File: src/common/ach_pkg.sv
// Constants, timing counts and carrier types for the conversion handshake.
// Assumes a 100 MHz clock; every cycle count derived from ns below rests on it.
`default_nettype none
package ach_pkg;
  // Result and analog stand-in widths
  localparam int DATA_W = 14;
  localparam int CODE_COUNT = 16384;
  localparam int FRAC_W = 4;
  localparam int LEVEL_W = DATA_W + FRAC_W + 1;
  // One code step in nanovolts (305.2 uV)
  localparam int LSB_NV = 305200;
  // Timing figures as given, in ns
  localparam int CLK_NS = 10;
  localparam int CONV_TYP_NS = 330;
  localparam int CONV_MAX_NS = 400;
  localparam int ACQ_MIN_NS = 100;
  localparam int THRU_NS = 454;
  localparam int DATA_VALID_NS = 20;
  // Derived cycle counts
  localparam int CONV_CYC = (CONV_TYP_NS + CLK_NS - 1) / CLK_NS;
  localparam int CONV_MAX_CYC = CONV_MAX_NS / CLK_NS;
  localparam int ACQ_CYC = (ACQ_MIN_NS + CLK_NS - 1) / CLK_NS;
  localparam int THRU_CYC = THRU_NS / CLK_NS;
  localparam int VALID_CYC = (DATA_VALID_NS / CLK_NS < 1) ? 1 : DATA_VALID_NS / CLK_NS;
  // Synchroniser depth and pin-edge to accept latency
  localparam int SYNC_STAGES = 3;
  localparam int EDGE_LAT = SYNC_STAGES + 2;
  // Reset values
  localparam logic [DATA_W-1:0] RESULT_RST = 14'h0000;
  localparam logic START_IDLE = 1'b1;
  localparam logic BUSY_IDLE = 1'b1;

  typedef enum logic [0:0] {ACH_ACQUIRE, ACH_CONVERT} ach_state_e;

  typedef struct packed {
    logic clamped;
    logic [DATA_W-1:0] code;
  } ach_sample_s;

  typedef struct packed {
    logic busyN;
    logic [DATA_W-1:0] data;
  } ach_out_s;
endpackage : ach_pkg
`default_nettype wire

File: src/core/ach_start_sync.sv
// Three-stage synchroniser with agreement filter for the start pin.
// Assumes the pin is asynchronous to clk; reports one falling edge pulse.
`timescale 1ns/1ps
`default_nettype none
module ach_start_sync (
  input wire logic clk,
  input wire logic reset,
  input wire logic pinN,
  output logic level,
  output logic fell
);
  logic s1;
  logic s2;
  logic s3;

  always_ff @(posedge clk)
  begin
    if (reset)
    begin
      s1 <= ach_pkg::START_IDLE;
      s2 <= ach_pkg::START_IDLE;
      s3 <= ach_pkg::START_IDLE;
    end
    else
    begin
      s1 <= pinN;
      s2 <= s1;
      s3 <= s2;
    end
  end

  // Change counts only once stages two and three agree
  always_ff @(posedge clk)
  begin
    if (reset)
    begin
      level <= ach_pkg::START_IDLE;
      fell <= 1'b0;
    end
    else
    begin
      if (s2 == s3)
        level <= s2;
      fell <= (s2 == s3) && level && !s2;
    end
  end
endmodule : ach_start_sync
`default_nettype wire

File: src/core/ach_quantizer.sv
// Behavioural quantiser: aligns the analog stand-in with the start
// synchroniser and rounds it to a two's complement code with clamping.
// Assumes analogLevel is signed, in steps of 1/16 code, driven on clk.
`timescale 1ns/1ps
`default_nettype none
module ach_quantizer #(
  parameter int DEPTH = ach_pkg::SYNC_STAGES
) (
  input wire logic clk,
  input wire logic reset,
  input wire logic signed [ach_pkg::LEVEL_W-1:0] analogLevel,
  output ach_pkg::ach_sample_s sample
);
  localparam int LW = ach_pkg::LEVEL_W;
  localparam logic signed [LW:0] HALF = (LW+1)'(1 << (ach_pkg::FRAC_W - 1));
  localparam logic signed [LW:0] MAXC = (LW+1)'((1 << (ach_pkg::DATA_W - 1)) - 1);
  localparam logic signed [LW:0] MINC = -MAXC - (LW+1)'(1);

  if (DEPTH < 1)
  begin : g_bad_depth
    $error("DEPTH must be at least one");
  end

  logic signed [LW-1:0] stage [DEPTH];
  logic signed [LW:0] rounded;
  logic signed [LW:0] whole;

  // Delay matches the start synchroniser so the code belongs to the edge
  for (genvar i = 0; i < DEPTH; i++)
  begin : g_align
    always_ff @(posedge clk)
    begin
      if (reset)
        stage[i] <= '0;
      else if (i == 0)
        stage[i] <= analogLevel;
      else
        stage[i] <= stage[(i == 0) ? 0 : i - 1];
    end
  end

  // Round half up: transitions sit midway between code steps
  always_comb
  begin
    rounded = {stage[DEPTH-1][LW-1], stage[DEPTH-1]} + HALF;
    whole = rounded >>> ach_pkg::FRAC_W;
  end

  always_ff @(posedge clk)
  begin
    if (reset)
      sample <= '0;
    else if (whole > MAXC)
      sample <= {1'b1, MAXC[ach_pkg::DATA_W-1:0]};
    else if (whole < MINC)
      sample <= {1'b1, MINC[ach_pkg::DATA_W-1:0]};
    else
      sample <= {1'b0, whole[ach_pkg::DATA_W-1:0]};
  end
endmodule : ach_quantizer
`default_nettype wire

File: src/core/ach_core.sv
// Conversion handshake of a 14-bit sampling converter: start pin in,
// busy flag and parallel two's complement result out.
// Assumes one 100 MHz clock; the analog stand-in is driven on that clock.
//
// Contract
// - A falling start edge begins a conversion when none is running.
// - Start edges during a conversion are ignored; no restart.
// - Busy is low for the whole conversion, high otherwise.
// - New result loads onto the bus on the edge busy rises.
// - Result stable within 20 ns of busy rising; host samples no earlier.
// - Result is 14-bit two's complement, 16384 codes, 305.2 uV a step.
// - Pins are one start input, a 14-bit bus and one busy output.
// - The falling start edge fixes the sampling instant.
// - Conversion lasts typically 330 ns, never over 400 ns.
// - One acquire plus convert cycle every 454 ns is supported.
// - Code changes midway between steps, first at half a step up.
`timescale 1ns/1ps
`default_nettype none
module ach_core #(
  parameter int CONV_CYC = ach_pkg::CONV_CYC,
  parameter int SYNC_STAGES = ach_pkg::SYNC_STAGES
) (
  input wire logic clk,
  input wire logic reset,
  input wire logic conversionStartN,
  input wire logic signed [ach_pkg::LEVEL_W-1:0] analogLevel,
  output logic busyN,
  output logic [ach_pkg::DATA_W-1:0] resultData
);
  localparam int CW = $clog2(CONV_CYC + 1);
  localparam logic [CW-1:0] LOAD = CW'(CONV_CYC);
  localparam logic [CW-1:0] LAST = CW'(1);

  // Total pin-to-busy-rise time must stay inside the longest conversion
  if (CONV_CYC < 1 || SYNC_STAGES != ach_pkg::SYNC_STAGES)
  begin : g_bad_count
    $error("CONV_CYC or SYNC_STAGES out of range");
  end
  if (ach_pkg::EDGE_LAT + CONV_CYC > ach_pkg::CONV_MAX_CYC)
  begin : g_too_slow
    $error("conversion would exceed its longest time");
  end
  // Eight-bit run counters below must not wrap during a conversion
  if (CONV_CYC > 254)
  begin : g_run_width
    $error("CONV_CYC too large for the run counters");
  end

  logic startLevel;
  logic startFell;
  ach_pkg::ach_sample_s sample;
  ach_pkg::ach_state_e state;
  ach_pkg::ach_out_s outReg;
  logic [CW-1:0] count;
  logic [ach_pkg::DATA_W-1:0] heldCode;
  logic accept;
  logic finish;

  ach_start_sync u_sync (
    .clk(clk),
    .reset(reset),
    .pinN(conversionStartN),
    .level(startLevel),
    .fell(startFell)
  );

  ach_quantizer #(
    .DEPTH(SYNC_STAGES)
  ) u_quant (
    .clk(clk),
    .reset(reset),
    .analogLevel(analogLevel),
    .sample(sample)
  );

  // Converting decode shared by control and checks
  function automatic logic is_converting(input ach_pkg::ach_state_e s);
    return s == ach_pkg::ACH_CONVERT;
  endfunction : is_converting

  // Edges seen while converting simply drop out here
  assign accept = startFell && !is_converting(state);
  assign finish = is_converting(state) && (count == LAST);

  always_ff @(posedge clk)
  begin
    if (reset)
      state <= ach_pkg::ACH_ACQUIRE;
    else
    begin
      unique case (state)
        ach_pkg::ACH_ACQUIRE:
        begin
          if (accept)
            state <= ach_pkg::ACH_CONVERT;
        end
        ach_pkg::ACH_CONVERT:
        begin
          if (finish)
            state <= ach_pkg::ACH_ACQUIRE;
        end
      endcase
    end
  end

  // Internal conversion clock: fixed count, no external trim
  always_ff @(posedge clk)
  begin
    if (reset)
      count <= '0;
    else if (accept)
      count <= LOAD;
    else if (is_converting(state))
      count <= count - LAST;
  end

  // Code aligned to the pin edge, so the edge is the sampling instant
  always_ff @(posedge clk)
  begin
    if (reset)
      heldCode <= ach_pkg::RESULT_RST;
    else if (accept)
      heldCode <= sample.code;
  end

  // Bus changes only on the edge busy rises; no pipeline delay on the result
  always_ff @(posedge clk)
  begin
    if (reset)
    begin
      outReg.busyN <= ach_pkg::BUSY_IDLE;
      outReg.data <= ach_pkg::RESULT_RST;
    end
    else if (accept)
      outReg.busyN <= 1'b0;
    else if (finish)
    begin
      outReg.busyN <= 1'b1;
      outReg.data <= heldCode;
    end
  end

  // Outputs straight from flops; only these two outputs face the host
  assign busyN = outReg.busyN;
  assign resultData = outReg.data;

  // Helper: length of the current low phase of busy
  logic [7:0] lowRun;
  // Helper: cycles since busy last rose, saturating
  logic [7:0] highRun;
  // Helper: cycles since the last accepted start, saturating
  logic [7:0] acceptAge;
  // Helper: accepted starts still waiting for their busy rise
  logic [1:0] pending;

  always_ff @(posedge clk)
  begin
    if (reset)
      lowRun <= '0;
    else if (!outReg.busyN)
      lowRun <= lowRun + 8'h01;
    else
      lowRun <= '0;
  end

  always_ff @(posedge clk)
  begin
    if (reset)
      highRun <= '0;
    else if (!outReg.busyN)
      highRun <= '0;
    else if (highRun != 8'hff)
      highRun <= highRun + 8'h01;
  end

  always_ff @(posedge clk)
  begin
    if (reset)
      acceptAge <= 8'hff;
    else if (accept)
      acceptAge <= '0;
    else if (acceptAge != 8'hff)
      acceptAge <= acceptAge + 8'h01;
  end

  always_ff @(posedge clk)
  begin
    if (reset)
      pending <= '0;
    else if (accept && !finish)
      pending <= pending + 2'h1;
    else if (finish && !accept)
      pending <= pending - 2'h1;
  end

  localparam int CONV_LEN = CONV_CYC;
  localparam int MAX_LOW = ach_pkg::CONV_MAX_CYC - ach_pkg::EDGE_LAT;
endmodule : ach_core
`default_nettype wire

File: config.mk
export PLATFORM = sky130hd
export DESIGN_NAME = ach_core
export DESIGN_NICKNAME = d
export VERILOG_FILES = /design/src/common/ach_pkg.sv /design/src/core/ach_start_sync.sv /design/src/core/ach_quantizer.sv /design/src/core/ach_core.sv
export SDC_FILE = /design/constraint.sdc
export NUM_CORES = 1
export LEC_CHECK = 0
export ABC_CLOCK_PERIOD_IN_PS = 4100
export BUFFER_PORTS_ARGS = -buffer_cell sky130_fd_sc_hd__buf_4
export CAP_MARGIN = 30
export CORE_UTILIZATION = 61
export DETAILED_ROUTE_END_ITERATION = 10
export PLACE_DENSITY = 0.81
export SLEW_MARGIN = 30
export SYNTH_ARGS = -nofsm -noshare
export SYNTH_HDL_FRONTEND = slang
export SYNTH_SLANG_ARGS = --single-unit
File: constraint.sdc
create_clock -name clk -period 4.1 [get_ports clk]
set_input_delay 0.82 -clock clk [delete_from_list [all_inputs] [get_ports clk]]
set_output_delay 0.82 -clock clk [all_outputs]
set_load 0.02 [all_outputs]
[After elaboration in Yosys (flattened, before gate mapping)]
Memory sizes are Yosys's and may differ from the RTL's.
Cells that the tools add are included.
Cells by class
  $lt $le $gt $ge: 2
  mux-type cells: 15
  bitwise gates (word level): 5
  reduce and logical (&&, ||, !) cells: 11
  add/sub/neg operators: 2
  equal/unequal tests: 2
Operators by type and width (number)
  2-to-1 mux 19 bit: 3
  adder 19 x 5 -> 20 bit, second input constant: 1
  greater-than comparator 16 x 14 -> 1 bit, second input constant: 1
  < comparator 16 x 14 -> 1 bit, second input constant: 1
  2-to-1 mux 15 bit: 1
  2-to-1 mux 14 bit: 1
  2-to-1 mux 13 bit: 1
  2-to-1 mux 6 bit: 2
  equality test 6 x 1 -> 1 bit, second input constant: 1
  2-to-1 mux 1 bit: 6
  subtractor 6 x 1 -> 6 bit, second input constant: 1
  logical AND 1 bit: 4
  nonzero test 2 bit: 2
  OR reduction 2 bit: 2
  OR 1 bit: 3
  zero test 1 bit: 2
  NOT 1 bit: 2
  one-hot mux 1 bit (2 select lines): 1
  AND reduction 2 bit: 1
  equality test 1 bit: 1
Storage, ports and cells
  input bits: 22
  RAM bits: 57
  word-level logic and storage cells: 51
  memories: 1
  bits in registers: 55
  output and inout port bits: 15
Memory list
  u_quant.stage: depth 3, width 19, rd ports 3, clocked after memory_dff 0, wr ports 3, line ach_quantizer.sv:24  | logic signed [LW-1:0] stage [DEPTH];

[Logic depth before layout (Yosys ltp)]
An unclocked memory read counts as a cell.
  depth after elaboration: 5
  gate-level depth with buffers: 7
  mapped depth without buffers: 6

[By module]
From an unflattened synthesis, not the netlist that was laid out.
Second synthesis, totals
  cell total of the unflattened synthesis: 380
  area, all modules: 3811.2 um2
Modules (own cells, without submodules)
  ach_quantizer: area each 2148.3 um2, cells each 209, times used 1, seq. area each 1261.2 um2
  ach_core: area each 1512.7 um2, cells each 159, times used 1, seq. area each 720.7 um2
  ach_start_sync: area each 150.1 um2, cells each 12, times used 1, seq. area each 100.1 um2

[Least setup slack after synthesis]
Ideal clock, no wire load.
  path kind: register to register
  start point: memory u_quant.stage[2][7] (netlist name)
  end point: register, netlist name u_quant.sample[10]
  path buffers: 1
  cell stages (with the launch flop): 7
  setup time: 0.132 ns
  required time: 3.968 ns
  period minus slack after synthesis: 1.788 ns
  setup slack: 2.312 ns
  arrival: 1.656 ns
  path through: dfxtp_1 -> nand4_4 -> or4_1 -> a211o_1 -> buf_6 -> nand2_1 -> a21oi_1
RTL lines (line)
  from (decl): ach_quantizer.sv:24

==> metrics <==
core box area 5270 µm²; setup TNS 0 ps; Req. time, crit path 4300 ps; Num CTS Buffers 9; Cells after Synth 361; r2r setup slk 1740 ps; htree depth 3; clock root cell clkbuf_8; Die W 77.1 µm; DIE HEIGHT 77.1 µm; VDD IR max 0.000377 V; Iter 0 DRT Violations 108; Pins Over Slew Limit 0; share of flip-flops with an asynchronous set or reset 0%; drt pass-1 iters 4; Worst EP arrival 2560 ps; Wirelength per Cell 11.2 µm; Final Skew 6.22 ps; Synth cell types 30; final net count 411; Via-to-Cell Ratio 4.97; Storage cell area 2060 µm²; CP Launch Type flop; status completed; max cap viols 0; FF-to-FF End u_quant.sample[1]; crit-path leading delay family compound AO/OA/AOI/OAI gates; syn_nets 386; dpl hpwl 3.26 mm; Seq/Total Area, Yosys 59.9%; synthesized cell area 3440 µm²; worst-margin pin slew 929 ps; Worst path most repeated cell a21oi_1; Filler cells 389; ANT cells 0; critical-path maximum fanout 13; EDFF count, synth 0; RSZ-0062 raised after global routing no; GRT Util Overall 19.7%; Longest Clk Path Bufs 2; Setup Buffers After CTS 0; DR top layer met4; Initial Util 65.3%; Leak Pwr 1.49 nW; cts hold-fix bufs 0; Crit-path slowest cell a21oi_1; Final Routed Wirelength 5.19 mm; FMAX 0.424 GHz; met3 WL 207 µm; Slew HR 38.0%; synth warn 0; GP Congestion 0.788; DRC Markers 0; routed via count 2,292; die area 5950 µm²; TritonCTS clock tree built; Detail Route Antenna Nets 0; antenna violations before repair 0; clock sinks 103; Crit. End Element flop; final core occ 74.2%; first-pass GRT wire length 9.11 mm; crit path time final 2360 ps; pin count of the biggest net entering global routing 103; Crit path largest cell delay 680 ps; worst path bufs/invs 0; commonest register cell after synthesis dfxtp_1; worst r2r src u_quant.stage[2][3]; routed metal-1 wire length 2.23 mm; multi-input logic area 1280 µm²; port bufs 33; Hold Crit Class flop to flop; area grow syn2layout 13.6%; Worst path depth 6; synthesized flop and latch total 103; Worst-Skew Late Latency 350 ps; Avg Inst Size Synth 9.53 µm²; worst setup path end u_quant.sample[1]; CTS resizes 0; routed wire length on met2 2.65 mm; clk slew on worst S/H paths 80 ps; kind of critical path flop to flop; row count 26; Fin. Hold Viols 0; I/O pins 37; # setup viols final 0; PwrDens 440 nW/µm²; GR Overflow Total 0; Final period util 57.6%; worst-path cell chain ha_1 > nand3_1 > nor4_1 > a21oi_1 > a21oi_1 > a21oi_1; CP Launch Point u_quant.stage[2][3]; share of cells above drive strength 1 13.6%; Reg2Reg Depth 6; vias in the first global route 2,116
## cells in the mapped netlist (2+ instances only)
cell type  instances  area [µm²]
xor2_1             7        61.3
ha_1               3        37.5
a311oi_1           2        17.5
nor2_1             8        30.0
nor2b_1           49         307
xnor2_1            8        70.1
clkbuf_1          17        63.8
a211oi_1           2        15.0
dfxtp_1          103        2060
or2_2              3        18.8
nor4_1             4        25.0
nand3_1            4        20.0
a211o_1            2        17.5
nor3_1             8        40.0
nand2_1           75         282
inv_1              7        26.3
nand4_1            3        18.8
a21oi_1           44         220
## report_power, final
part	leakage (nW)	internal, mW	switching (mW)
logic	0.550	0.0270	0.0254
registers	0.840	1.02	0.00930
clock network	0.103	0.333	0.303
## sequential cells by signal (all words and copies together) (netlist names), 6 cells and up
signal          flops
heldCode           14
count               6
u_quant.sample     14
u_quant.stage      48
resultData         14
## metrics by stage
stage	setup slack [ps]	cell area [µm²]	cells	hold WS (ps)	power (mW)
global placement	1870	3700	445	392	1.11
floorplan	2310	3440	361	389	1.09
global route	1430	3910	461	441	1.79
CTS	1770	3910	461	434	1.74
detailed placement	1780	3700	445	414	1.11
finish	1740	3910	461	429	1.72
## cell usage in the layout (no fill, tap or decap), drive strengths merged
cell type / netlist / final
a21oi: 44 / 44
clkbuf: 17 / 14
clkinvlp: 0 / 1
dfxtp: 103 / 103
a211o: 2 / 2
nor3b: 1 / 1
nor4: 4 / 4
nor4b: 1 / 1
and4: 1 / 1
nand3: 4 / 4
inv: 7 / 7
or2: 3 / 3
nor2b: 49 / 49
ha: 3 / 3
xnor2: 8 / 8
o21bai: 1 / 1
buf: 2 / 33
o21ai: 1 / 1
a2111oi: 1 / 1
nand2b: 1 / 1
bufinv: 0 / 1
nand4: 5 / 5
nor3: 8 / 8
nand2: 75 / 75
a211oi: 2 / 2
nor2: 8 / 8
xor2: 7 / 7
or4: 1 / 1
a311oi: 2 / 2
## area by class of cell
type | count | area share (%)
Clock buffer | 14 | 4.42
Clock inverter | 2 | 0.960
Inverter | 7 | 0.672
Multi-Input combinational cell | 232 | 32.6
Sequential cell | 103 | 52.7
Tap cell | 70 | 2.24
Timing Repair Buffer | 33 | 6.34
## per-layer routing
layer  GRT usage [%]  vias to the layer above
li1                -                     1216
met1            22.2                     1014
met2            33.8                       51
met3            4.17                       11
met4            12.8                        0
met5               0                        -
## worst register-to-register path, delay by kind of cell, from the launching register on
family / cells / cell delay [ps]
adder cells (fa/ha/maj): 1 / 210
flip-flops: 1 / 390
AO/OA/AOI/OAI: 3 / 970
AND/OR/NAND/NOR: 2 / 650
## worst min path at each step
stage,end,from,slack [ps],depth (start not counted)
floorplan,u_sync.s2,u_sync.s1,390,1
global placement,u_sync.s2,u_sync.s1,390,1
detailed placement,u_sync.s2,u_sync.s1,410,1
CTS,u_sync.s2,u_sync.s1,430,1
global route,u_sync.s2,u_sync.s1,440,1
finish,u_sync.s2,u_sync.s1,430,1
## cell families (layout without fill, tap and decap cells)
family                     Yosys count  count (layout)  share of synthesized area [%]
and+or+nand+nor                    161             161                           23.6
DFF                                103             103                           59.9
AOI/OAI and AO/OA                   53              53                           8.47
buffers and inverters               26              56                           3.09
xor gates and xnor gates            15              15                           3.82
adders and majority gates            3               3                           1.09
Note: power is estimated with default switching activity, not from simulation.
